**config.mk**
```make
export PLATFORM = sky130hd
export DESIGN_NAME = dsac_gen
export DESIGN_NICKNAME = d
export VERILOG_FILES = /design/src/design/dsac_gen.v
export VERILOG_INCLUDE_DIRS = /design/src /design/src/design
export SDC_FILE = /design/constraint.sdc
export NUM_CORES = 2
export LEC_CHECK = 0
export ABC_CLOCK_PERIOD_IN_PS = 20100
export BUFFER_PORTS_ARGS = -buffer_cell sky130_fd_sc_hd__buf_4
export CAP_MARGIN = 20
export CORE_MARGIN = 3
export CORE_UTILIZATION = 30
export CTS_CLUSTER_DIAMETER = 40
export CTS_CLUSTER_SIZE = 20
export DETAILED_ROUTE_END_ITERATION = 8
export PLACE_DENSITY = 0.52
export REMOVE_ABC_BUFFERS = 1
export SLEW_MARGIN = 20
export SYNTH_ARGS = -nofsm -noshare
export SYNTH_HDL_FRONTEND = slang
export SYNTH_SLANG_ARGS = --single-unit
```
**constraint.sdc**
```tcl
create_clock -name i_ref_clk -period 20.1 [get_ports i_ref_clk]
set_clock_uncertainty 0.15 [all_clocks]
set_input_delay 2.01 -clock i_ref_clk [delete_from_list [all_inputs] [get_ports i_ref_clk]]
set_output_delay 2.01 -clock i_ref_clk [all_outputs]
set_load 0.02 [all_outputs]
```
**src/design/dsac_map.vh**
```
// constants for the display sync/async control generator
`ifndef DSAC_MAP_VH
`define DSAC_MAP_VH
`define DSAC_REF_NS 40
`define DSAC_REF_HZ 25000000
`define DSAC_IFACE_DIV 2
`define DSAC_NSYNC 7
`define DSAC_NASYNC 7
`define DSAC_AF_SEL 7
`define DSAC_SRC_FRAME 1'b1
`define DSAC_BT_PRE0 8'hFF
`define DSAC_BT_PRE1 8'h00
`define DSAC_BT_BLANK_Y 8'h10
`define DSAC_BT_BLANK_C 8'h80
`define DSAC_BT_HDR_LEN 3'h4
`define DSAC_BUS_RST 24'h000000
`endif

```
**src/design/dsac_gen.v**
```verilog
// display port control generator: sync timing, async strobes, pixel fifo
`include "dsac_map.vh"

module dsac_fifo #(
    parameter W = 24,
    parameter D = 16,
    parameter AB = 4
) (
    input wire i_ref_clk,
    input wire i_rstn,
    input wire i_in_valid,
    output wire o_in_ready,
    input wire [W-1:0] i_in_data,
    output wire o_out_valid,
    input wire i_out_ready,
    output wire [W-1:0] o_out_data
);
    reg [W-1:0] mem [0:D-1];
    reg [AB-1:0] wp_q;
    reg [AB-1:0] rp_q;
    reg [AB:0] cnt_q;
    reg in_rdy_q;
    wire push = i_in_valid && in_rdy_q;
    wire pop = i_out_ready && (cnt_q != 0);
    wire [AB:0] cnt_d = cnt_q + {{AB{1'b0}}, push} - {{AB{1'b0}}, pop};
    // ready is registered so the top-level port comes straight from a flip-flop
    assign o_in_ready = in_rdy_q;
    assign o_out_valid = (cnt_q != 0);
    assign o_out_data = mem[rp_q];
    always @(posedge i_ref_clk) begin
        if (push) begin
            mem[wp_q] <= i_in_data;
        end
    end
    always @(posedge i_ref_clk) begin
        if (!i_rstn) begin
            wp_q <= {AB{1'b0}};
            rp_q <= {AB{1'b0}};
            cnt_q <= {(AB+1){1'b0}};
            in_rdy_q <= 1'b0;
        end else begin
            in_rdy_q <= (cnt_d != D);
            if (push) begin
                wp_q <= (wp_q == D - 1) ? {AB{1'b0}} : wp_q + 1'b1;
            end
            if (pop) begin
                rp_q <= (rp_q == D - 1) ? {AB{1'b0}} : rp_q + 1'b1;
            end
            cnt_q <= cnt_d;
        end
    end
endmodule // dsac_fifo

module dsac_gen #(
    parameter HW = 12,
    parameter VW = 12,
    parameter PW = 24,
    parameter DW = 24,
    parameter AW = 8,
    parameter FD = 16
) (
    input wire i_ref_clk,
    input wire i_rstn,
    input wire i_sync_en,
    input wire i_async_mode,
    input wire i_bt656_en,
    input wire i_clk_pol,
    input wire [HW-1:0] i_screen_width,
    input wire [HW-1:0] i_bgxp,
    input wire [HW-1:0] i_fw,
    input wire [VW-1:0] i_screen_height,
    input wire [VW-1:0] i_bgyp,
    input wire [VW-1:0] i_fh,
    input wire [6:0] i_sync_src,
    input wire [6:0] i_sync_pol,
    input wire [7*PW-1:0] i_sync_up,
    input wire [7*PW-1:0] i_sync_down,
    input wire [4:0] i_data_rot,
    input wire i_pix_valid,
    output wire o_pix_ready,
    input wire [DW-1:0] i_pix_data,
    input wire i_async_valid,
    output wire o_async_ready,
    input wire [DW-1:0] i_async_data,
    input wire [7:0] i_async_flags,
    input wire [AW-1:0] i_async_len,
    input wire [7*AW-1:0] i_async_up,
    input wire [7*AW-1:0] i_async_down,
    input wire [AW-1:0] i_cs_up,
    input wire [AW-1:0] i_cs_down,
    input wire i_pwm_en,
    input wire [7:0] i_pwm_duty,
    input wire i_frame_sync_in,
    output wire [DW-1:0] o_pixel_bus,
    output wire o_pixel_clock,
    output wire [6:0] o_sync_pin,
    output wire o_pixel_valid,
    output wire o_panel_select_0,
    output wire o_panel_select_1,
    output wire [6:0] o_async_pin,
    output wire o_underrun,
    output wire o_tear_sync
);
    localparam ST_IDLE = 1'b0;
    localparam ST_BUSY = 1'b1;

    function [DW-1:0] rot_map;
        input [DW-1:0] d;
        input [4:0] r;
        reg [2*DW-1:0] t;
        begin
            t = {d, d} << r;
            rot_map = t[2*DW-1:DW];
        end
    endfunction

    function in_win;
        input [PW-1:0] c;
        input [PW-1:0] up;
        input [PW-1:0] dn;
        begin
            in_win = (c >= up) && (c < dn);
        end
    endfunction

    function [7:0] bt_code;
        input [1:0] idx;
        input vb;
        input hb;
        begin
            case (idx)
                2'd0: bt_code = `DSAC_BT_PRE0;
                2'd1: bt_code = `DSAC_BT_PRE1;
                2'd2: bt_code = `DSAC_BT_PRE1;
                default: bt_code = {2'b10, vb, hb, vb ^ hb, hb, vb, vb ^ hb};
            endcase
        end
    endfunction

    reg phase_q;
    reg [HW-1:0] h_q;
    reg [VW-1:0] v_q;
    reg [7*PW-1:0] pcnt_q;
    reg [6:0] sync_q;
    reg pclk_q;
    reg pvalid_q;
    reg [DW-1:0] bus_q;
    reg under_q;
    reg ast_q;
    reg ardy_q;
    reg [AW-1:0] acnt_q;
    reg [7:0] aflag_q;
    reg [6:0] apin_q;
    reg cs0_q;
    reg cs1_q;
    reg [7:0] pwm_q;
    reg [2:0] fs_sync_q;
    reg tear_q;

    wire run = i_sync_en && !i_async_mode;
    wire tick = run && !phase_q;
    wire lsp = tick && (h_q == {HW{1'b0}});
    wire fsp = lsp && (v_q == {VW{1'b0}});
    wire hact = (h_q >= i_bgxp) && (h_q < i_bgxp + i_fw);
    wire vact = (v_q >= i_bgyp) && (v_q < i_bgyp + i_fh);
    wire active = hact && vact;
    wire [HW-1:0] sav_pos = i_bgxp - {{(HW-3){1'b0}}, `DSAC_BT_HDR_LEN};
    wire [HW-1:0] eav_pos = i_bgxp + i_fw;
    wire in_sav = (h_q >= sav_pos) && (h_q < i_bgxp);
    wire in_eav = (h_q >= eav_pos) && (h_q < eav_pos + {{(HW-3){1'b0}}, `DSAC_BT_HDR_LEN});
    wire [1:0] sav_idx = h_q[1:0] - sav_pos[1:0];
    wire [1:0] eav_idx = h_q[1:0] - eav_pos[1:0];
    wire [PW-1:0] line_half = {{(PW-HW-1){1'b0}}, i_screen_width, 1'b0};
    wire f_valid;
    wire [DW-1:0] f_data;
    wire f_pop = tick && active;
    wire a_take = i_async_valid && ardy_q;

    dsac_fifo #(.W(DW), .D(FD), .AB(4)) u_fifo (
        .i_ref_clk(i_ref_clk),
        .i_rstn(i_rstn),
        .i_in_valid(i_pix_valid),
        .o_in_ready(o_pix_ready),
        .i_in_data(i_pix_data),
        .o_out_valid(f_valid),
        .i_out_ready(f_pop),
        .o_out_data(f_data)
    );

    // interface clock = two ref cycles, so one ref cycle is a half interface clock
    always @(posedge i_ref_clk) begin
        if (!i_rstn) begin
            phase_q <= 1'b0;
            h_q <= {HW{1'b0}};
            v_q <= {VW{1'b0}};
            pclk_q <= 1'b0;
        end else if (run) begin
            phase_q <= ~phase_q;
            pclk_q <= i_clk_pol ^ phase_q;
            if (tick) begin
                if (h_q >= i_screen_width - 1'b1) begin
                    h_q <= {HW{1'b0}};
                    v_q <= (v_q >= i_screen_height - 1'b1) ? {VW{1'b0}} : v_q + 1'b1;
                end else begin
                    h_q <= h_q + 1'b1;
                end
            end
        end else begin
            phase_q <= 1'b0;
            pclk_q <= i_clk_pol;
        end
    end

    // per-pin half-clock counters restart at the chosen start point
    always @(posedge i_ref_clk) begin : sync_pins
        reg [PW-1:0] c;
        reg [PW-1:0] up;
        reg [PW-1:0] dn;
        integer k;
        c = {PW{1'b0}};
        up = {PW{1'b0}};
        dn = {PW{1'b0}};
        if (!i_rstn) begin
            pcnt_q <= {7*PW{1'b1}};
            sync_q <= 7'h00;
        end else begin
            for (k = 0; k < `DSAC_NSYNC; k = k + 1) begin
                c = pcnt_q[k*PW +: PW];
                up = i_sync_up[k*PW +: PW];
                dn = i_sync_down[k*PW +: PW];
                if (i_sync_src[k] == `DSAC_SRC_FRAME && dn < up + line_half) begin
                    dn = up + line_half;
                end
                if ((i_sync_src[k] == `DSAC_SRC_FRAME) ? fsp : lsp) begin
                    pcnt_q[k*PW +: PW] <= {PW{1'b0}};
                end else if (run && c != {PW{1'b1}}) begin
                    pcnt_q[k*PW +: PW] <= c + 1'b1;
                end
                sync_q[k] <= i_sync_pol[k] ^ (run && in_win(c, up, dn));
            end
        end
    end

    // pixel bus, data enable, embedded codes and async word launch
    always @(posedge i_ref_clk) begin
        if (!i_rstn) begin
            bus_q <= `DSAC_BUS_RST;
            pvalid_q <= 1'b0;
            under_q <= 1'b0;
        end else if (i_async_mode) begin
            pvalid_q <= 1'b0;
            if (a_take) begin
                bus_q <= rot_map(i_async_data, i_data_rot);
            end
        end else if (tick) begin
            pvalid_q <= active;
            if (active && !f_valid) begin
                under_q <= 1'b1;
            end
            if (i_bt656_en) begin
                if (active) begin
                    bus_q <= {{(DW-8){1'b0}}, f_data[7:0]};
                end else if (in_sav) begin
                    bus_q <= {{(DW-8){1'b0}}, bt_code(sav_idx, !vact, 1'b0)};
                end else if (in_eav) begin
                    bus_q <= {{(DW-8){1'b0}}, bt_code(eav_idx, !vact, 1'b1)};
                end else begin
                    bus_q <= {{(DW-8){1'b0}}, h_q[0] ? `DSAC_BT_BLANK_Y : `DSAC_BT_BLANK_C};
                end
            end else begin
                bus_q <= active ? rot_map(f_valid ? f_data : {DW{1'b0}}, i_data_rot)
                                : `DSAC_BUS_RST;
            end
        end
    end

    // async engine: each accepted word is a fresh start point for its strobes
    always @(posedge i_ref_clk) begin : async_gen
        reg [AW-1:0] u;
        reg [AW-1:0] d;
        integer k;
        u = {AW{1'b0}};
        d = {AW{1'b0}};
        if (!i_rstn) begin
            ast_q <= ST_IDLE;
            ardy_q <= 1'b0;
            acnt_q <= {AW{1'b0}};
            aflag_q <= 8'h00;
            apin_q <= 7'h00;
            cs0_q <= 1'b0;
            cs1_q <= 1'b0;
            pwm_q <= 8'h00;
        end else begin
            pwm_q <= pwm_q + 1'b1;
            case (ast_q)
                ST_IDLE: begin
                    if (a_take) begin
                        ast_q <= ST_BUSY;
                        acnt_q <= {AW{1'b0}};
                        aflag_q <= i_async_flags;
                        ardy_q <= 1'b0;
                    end else begin
                        ardy_q <= i_async_mode;
                    end
                end
                ST_BUSY: begin
                    if (acnt_q + 1'b1 >= i_async_len) begin
                        ast_q <= ST_IDLE;
                        ardy_q <= i_async_mode;
                    end else begin
                        acnt_q <= acnt_q + 1'b1;
                    end
                end
                default: begin
                    ast_q <= ST_IDLE;
                end
            endcase
            for (k = 0; k < `DSAC_NASYNC; k = k + 1) begin
                u = i_async_up[k*AW +: AW];
                d = i_async_down[k*AW +: AW];
                apin_q[k] <= (ast_q == ST_BUSY) && aflag_q[k]
                    && (acnt_q >= u) && (acnt_q < d);
            end
            cs0_q <= (ast_q == ST_BUSY) && !aflag_q[`DSAC_AF_SEL]
                && (acnt_q >= i_cs_up) && (acnt_q < i_cs_down);
            if (i_pwm_en) begin
                cs1_q <= (pwm_q < i_pwm_duty);
            end else begin
                cs1_q <= (ast_q == ST_BUSY) && aflag_q[`DSAC_AF_SEL]
                    && (acnt_q >= i_cs_up) && (acnt_q < i_cs_down);
            end
        end
    end

    // returned frame sync from a smart panel, synchronised then edge detected
    always @(posedge i_ref_clk) begin
        if (!i_rstn) begin
            fs_sync_q <= 3'h0;
            tear_q <= 1'b0;
        end else begin
            fs_sync_q <= {fs_sync_q[1:0], i_frame_sync_in};
            tear_q <= fs_sync_q[1] && !fs_sync_q[2];
        end
    end

    assign o_pixel_bus = bus_q;
    assign o_pixel_clock = pclk_q;
    assign o_sync_pin = sync_q;
    assign o_pixel_valid = pvalid_q;
    assign o_panel_select_0 = cs0_q;
    assign o_panel_select_1 = cs1_q;
    assign o_async_pin = apin_q;
    assign o_async_ready = ardy_q;
    assign o_underrun = under_q;
    assign o_tear_sync = tear_q;
endmodule // dsac_gen

```
== Word level (Yosys, flattened, before mapping) ==
Memories as Yosys holds them, arrays and structs flattened. A register that Yosys moved wholly into a read port is not among the register bits.
Index checks and enable logic that the tools add are counted.
Storage, ports and cells
  word-level logic and storage cells: 306
  bits in writable memories: 384
  latch bits: 0
  bits of input ports: 637
  ROM bits: 0
  register bits: 280
  memories: 1
  output and inout bits: 46
Operators by class
  magnitude comparators: 49
  add/sub/neg operators: 30
  div/mod/pow operators: 0
  reductions and logical operators: 99
  mux-type cells: 66
  eq/ne operators: 18
  shift operators: 2
  bitwise operators: 12
  multipliers: 0
Memories
  u_fifo.mem: words 16, bits a word 24, rd ports 1, clocked after memory_dff 1, write ports 1, line dsac_gen.v:18  | reg [W-1:0] mem [0:D-1];
Operator list (number)
  two-way mux 24 bit: 34
  less-than comparator 24 bit: 14
  adder 24 x 1 -> 24 bit (second input constant): 7
  adder 24 x 13 -> 24 bit: 7
  >= comparator 24 bit: 7
  inequality test 24 bit (second input constant): 7
  << shifter 48 x 5 -> 48 bit: 2
  >= comparator 12 bit: 6
  >= comparator 8 bit: 9
  less-than comparator 8 bit: 9
  logical AND 1 bit: 70
  less-than comparator 12 bit: 4
  two-way mux 8 bit: 6
  one-hot mux 8 bit (2 select lines): 3
  adder 12 x 1 -> 12 bit (second input constant): 2
  adder 12 bit: 2
  logical NOT 12 bit: 2
  two-way mux 12 bit: 2
  subtractor 12 x 1 -> 12 bit (second input constant): 2
  adder 8 x 1 -> 8 bit (second input constant): 2
  two-way mux 4 bit: 4
  nonzero test 2 bit: 8
  two-way mux 1 bit: 15
  adder 12 x 3 -> 12 bit (second input constant): 1
  20 further kinds: 51

== Logic depth before layout (Yosys ltp) ==
  word-level depth: 11
  mapped depth: 30

== Modules after synthesis ==
From an unflattened synthesis, not the netlist that was laid out.
Unflattened totals
  cell total of the unflattened synthesis: 5773
  area, all modules: 54737.5 sq um
By module, submodules not included
  dsac_gen: instances 1, cells an instance 5070, area each 39425.3 sq um, seq. area each 5325.1 sq um
  dsac_fifo: instances 1, cells an instance 703, area each 15312.2 sq um, seq. area each 11891.4 sq um

== Least setup slack after synthesis ==
Ideal clock, no wire load.
  kind: input to register
  start point: in i_screen_width[0]
  end point: reg sync_q[5], in the netlist o_sync_pin[5]
  setup slack: 12.084 ns
  data arrival time: 7.795 ns
  path buffers: 2
  setup time: 0.072 ns
  cell stages on the path: 29
  cell sequence: ha_1 fa_1 a21o_1 a21oi_1 o21ai_0 or3b_2 a31oi_1 or3b_2 xnor2_1 ha_1 a21oi_1 nor2_1 a211oi_1 o21ai_0 nor3b_1 o31a_1 clkbuf_1 clkbuf_1 mux2_2 ha_1 a21o_1 a21o_1 a21oi_1 o21ai_0 a21o_1 a21oi_1 o2111ai_1 a211oi_1 mux2i_1
On the way
  word-level cells in the longest chain between the ends: 9
Ends and longest elaborated chain
  start: declaration: line dsac_gen.v:68  | input wire [HW-1:0] i_screen_width,
  adder 24 x 13 -> 24 bit *: line dsac_gen.v:231, dsac_gen.v:232
  less-than comparator 24 bit: line dsac_gen.v:231  | if (i_sync_src[k] == `DSAC_SRC_FRAME && dn < up + line_half) begin
  logical AND 1 bit: line dsac_gen.v:231
  two-way mux 24 bit *: line dsac_gen.v:231
  two-way mux 24 bit *: line dsac_gen.v:223  | if (!i_rstn) begin
  less-than comparator 24 bit *: line dsac_gen.v:122  | in_win = (c >= up) && (c < dn);
  logical AND 1 bit *: line dsac_gen.v:122
  logical AND 1 bit *: line dsac_gen.v:239  | sync_q[k] <= i_sync_pol[k] ^ (run && in_win(c, up, dn));
  XOR 1 bit *: line dsac_gen.v:239
  end signal: indexed assignment: line dsac_gen.v:239
  end: declaration: line dsac_gen.v:144  | reg [6:0] sync_q;
Every way passes the cells marked *; elsewhere a longest branch is shown, timed or not. The select of a mux whose other input is x is not followed.
A chain may end at the register's enable or synchronous reset.

== Final worst setup path ==
Same ends and word-level chain as after synthesis.

==> flow_metrics.env <==
export IMPL_outcome="finished, final reports clean"
export IMPL_min_delay_path_class="reg -> reg"
export IMPL_rsz0062_at_grt="no"
export IMPL_path_class="in -> reg"
export IMPL_syn_cell_area_um2=56620
export IMPL_clk_pin_slew_ps=40
export IMPL_core_rowCount=158
export IMPL_p_leak_uw=0.02999
export IMPL_area_delta_synth_final_pct=21.33
export IMPL_ant_nets=0
export IMPL_ys_top_cells_by_area="edfxtp_1 20%, ha_1 19%, dfxtp_1 10%"
export IMPL_clkLatencyLatePin_ps=780
export IMPL_ff2ff_path_depth=11
export IMPL_wire_per_inst_um=22.56
export IMPL_yosys_warnings=0
export IMPL_path_delay_family="compound AO/OA/AOI/OAI gates"
export IMPL_post_cts_setup_buffer_count=0
export IMPL_place_inst=9043
export IMPL_die_w_um=440.4
export IMPL_routed_wl_mm=209.8
export IMPL_cts_buffers=113
export IMPL_clock_sinks=668
export IMPL_worstPathRequired_ps=20570
export IMPL_hpwl_mm=165.1
export IMPL_fp_dieArea_um2=194000
export IMPL_setup_viol=0
export IMPL_crit_path_start_kind="primary input"
export IMPL_async_reset_ff_frac=0
export IMPL_hold_slack_ps=235.9
export IMPL_synth_seq_cells=668
export IMPL_r2r_slack_ps=14520
export IMPL_fin_area_um2=68700
export IMPL_relSlewSlack=0.2612
export IMPL_io_buffers=682
export IMPL_peakVddDrop_uv=77.78
export IMPL_routed_top_layer="met5"
export IMPL_placed_cell_area_um2=64440
export IMPL_synth_top_area_cell="edfxtp_1"
export IMPL_worstMarginPinSlew_ps=1104
export IMPL_fin_tns_setup_ps=0
export IMPL_grt_overflow_total=0
export IMPL_cp_num_buf_inv=2
export IMPL_clock_path_buffers=3
export IMPL_reg2reg_to="o_pixel_bus[2]$_SDFFE_PN0P_"
export IMPL_hold_start="fs_sync_q[2]$_SDFF_PN0_"
export IMPL_ys_types=108
export IMPL_hold_buffers=0
export IMPL_arrival_ps=9080
export IMPL_worst_path_largest_cell_delay_ps=600
export IMPL_met1Wirelength_mm=89.14
export IMPL_max_cap_viol_count=0
export IMPL_pin_count=683
export IMPL_drc_errors=0
export IMPL_period_minus_slack_ps=8616
export IMPL_grt_max_degree=110
export IMPL_power_density_nw_per_um2=75.07
export IMPL_final_cells=9298
export IMPL_whs_path_depth=1
export IMPL_hold_viol=0
export IMPL_total_power_uw=5158
export IMPL_grt_pass1_wl_mm=305.3
export IMPL_via_per_inst=5.233
export IMPL_dr_wl_met2_mm=100.1
export IMPL_synth_seq_area_share=0.3041
export IMPL_cp_end_kind="flip-flop"
export IMPL_first_pass_iters=6
export IMPL_cts_tree="yes"
export IMPL_yosys_area_top_type_share=0.2036
export IMPL_core_area_um2=186400
export IMPL_grt_pass1_vias=47660
export IMPL_nNetsFinal=8181
export IMPL_fp_dieH_um=440.4
export IMPL_synth_cells=6010
export IMPL_hold_end="o_tear_sync$_SDFF_PN0_"
export IMPL_cts_resized_gates=0
export IMPL_wl_met3_mm=9.679
export IMPL_synthFlopType="edfxtp_1"
export IMPL_vias=48660
export IMPL_avgSynthCellArea_um2=9.421
export IMPL_synth_edf_count=384
export IMPL_grt_total_usage=0.2079
export IMPL_fmax_ghz=0.1161
export IMPL_htreeDepth=3
export IMPL_cts_root_buf="clkbuf_16"
export IMPL_path_max_fanout=19
export IMPL_first_iter_violations=3289
export IMPL_initial_core_util=0.3037
export IMPL_drive_gt1_frac=0.1774
export IMPL_antenna_found_initial=58
export IMPL_crit_slowest_cell="a31oi_1"
export IMPL_gp_congestion=0.9320
export IMPL_post_route_period_util=0.4287
export IMPL_finalMaxSlewViolations=0
==> per-stage QoR <==
| step | setup WS (ps) | utilization |
|---|---|---|
| after floorplan | 10710 | - |
| after global placement | 10910 | 0.3456 |
| after detailed placement | 10960 | 0.3457 |
| after CTS | 11670 | 0.3680 |
| after global routing | 11010 | 0.3685 |
| final | 11480 | 0.3685 |
==> cells by family after synthesis <==
family | count (synthesis) | synth area share
buffers and inverters | 673 | 0.04861
and+or+nand+nor | 1624 | 0.1434
adders and majority gates | 866 | 0.1930
DFF | 668 | 0.3041
xor gates and xnor gates | 396 | 0.06125
AOI/OAI and AO/OA | 1461 | 0.1632
muxes | 322 | 0.08653
==> worst max path at each step <==
stage | start | end | slack [ps] | depth (start not counted)
after CTS | i_screen_width[0] | o_sync_pin[5]$_SDFF_PN0_ | 11670 | 29
after detailed placement | i_screen_width[0] | o_sync_pin[5]$_SDFF_PN0_ | 10960 | 29
after floorplan | i_screen_width[2] | o_sync_pin[6]$_SDFF_PN0_ | 10710 | 22
after global placement | i_screen_width[0] | o_sync_pin[5]$_SDFF_PN0_ | 10910 | 29
after global routing | i_screen_width[0] | o_sync_pin[5]$_SDFF_PN0_ | 11010 | 29
final | i_screen_width[0] | o_sync_pin[5]$_SDFF_PN0_ | 11480 | 29
==> report_power, final <==
part	internal (µW)	switching [µW]	total (µW)
sequential	1520	97.7	1610
clock	1260	802	2060
combinational	623	856	1480
total	3400	1760	5160
==> per-layer routing <==
layer  global-route usage  up-vias
met5                    0        -
met1               0.2606    23340
met2               0.3492     1272
met4               0.1061        2
li1                     -    23680
met3              0.02694      370
==> worst reg2reg max path: stages, from the launching register on <==
cell	delay, ps
dfxtp_4	780
buf_4	570
buf_4	800
nor2b_1	930
a22oi_1	210
nand2_1	300
nor2_1	70
a21oi_1	580
o211a_1	380
a21oi_1	180
a211o_1	360
a31o_1	170
==> placed cells by master (no fill, tap or decap), drive strengths merged, types with 36 or more instances in the layout <==
cell type	n
nor2b	71
nor3	113
a31oi	54
xnor2	241
and3	68
a21o	242
dfxtp	284
mux4	118
xor2	155
a21oi	376
nand3	181
nand4	135
nand2	378
clkinv	38
clkbuf	121
nand2b	85
a211oi	52
o21a	37
inv	509
o211ai	42
mux2i	135
nor4	45
and2	47
mux2	69
ha	854
diode	42
buf	746
o21ai	404
nor2	377
o22ai	36
edfxtp	384
==> state kept, by name, indices dropped and copies added (netlist names), 3 cells and up, named ones only <==
name / count
pcnt_q: 168
o_pixel_bus: 24
acnt_q: 8
o_sync_pin: 7
u_fifo.wp_q: 4
pwm_q: 8
u_fifo.cnt_q: 5
u_fifo.mem: 384
v_q: 12
aflag_q: 8
h_q: 12
o_async_pin: 7
u_fifo.rp_q: 4
fs_sync_q: 3
==> cells in the mapped netlist (44+ instances only) <==
cell type and instances:
and3_1 68, nor2b_1 71, mux4_2 104, edfxtp_1 384
a211oi_1 49, a21o_1 242, o21ai_0 388, mux2_2 69
a21oi_1 375, dfxtp_1 284, nand2b_1 85, nor4_1 44
nor3_1 110, a31oi_1 54, clkbuf_1 127, xnor2_1 241
nand4_1 135, nand3_1 177, and2_1 46, ha_1 854
nor2_1 376, mux2i_1 128, xor2_1 155, nand2_1 377
inv_1 476
==> cell type report <==
type | instances | area, µm²
fillers | 18800 | 117700
multi-input cells | 4669 | 36710
flip-flops and latches | 668 | 17230
repair buffers | 746 | 5604
well taps | 2480 | 3103
clock buffers | 121 | 2888
inverters | 480 | 1802
clock inverters | 92 | 1270
diodes | 42 | 105.1
(Power assumes the default switching activity.)
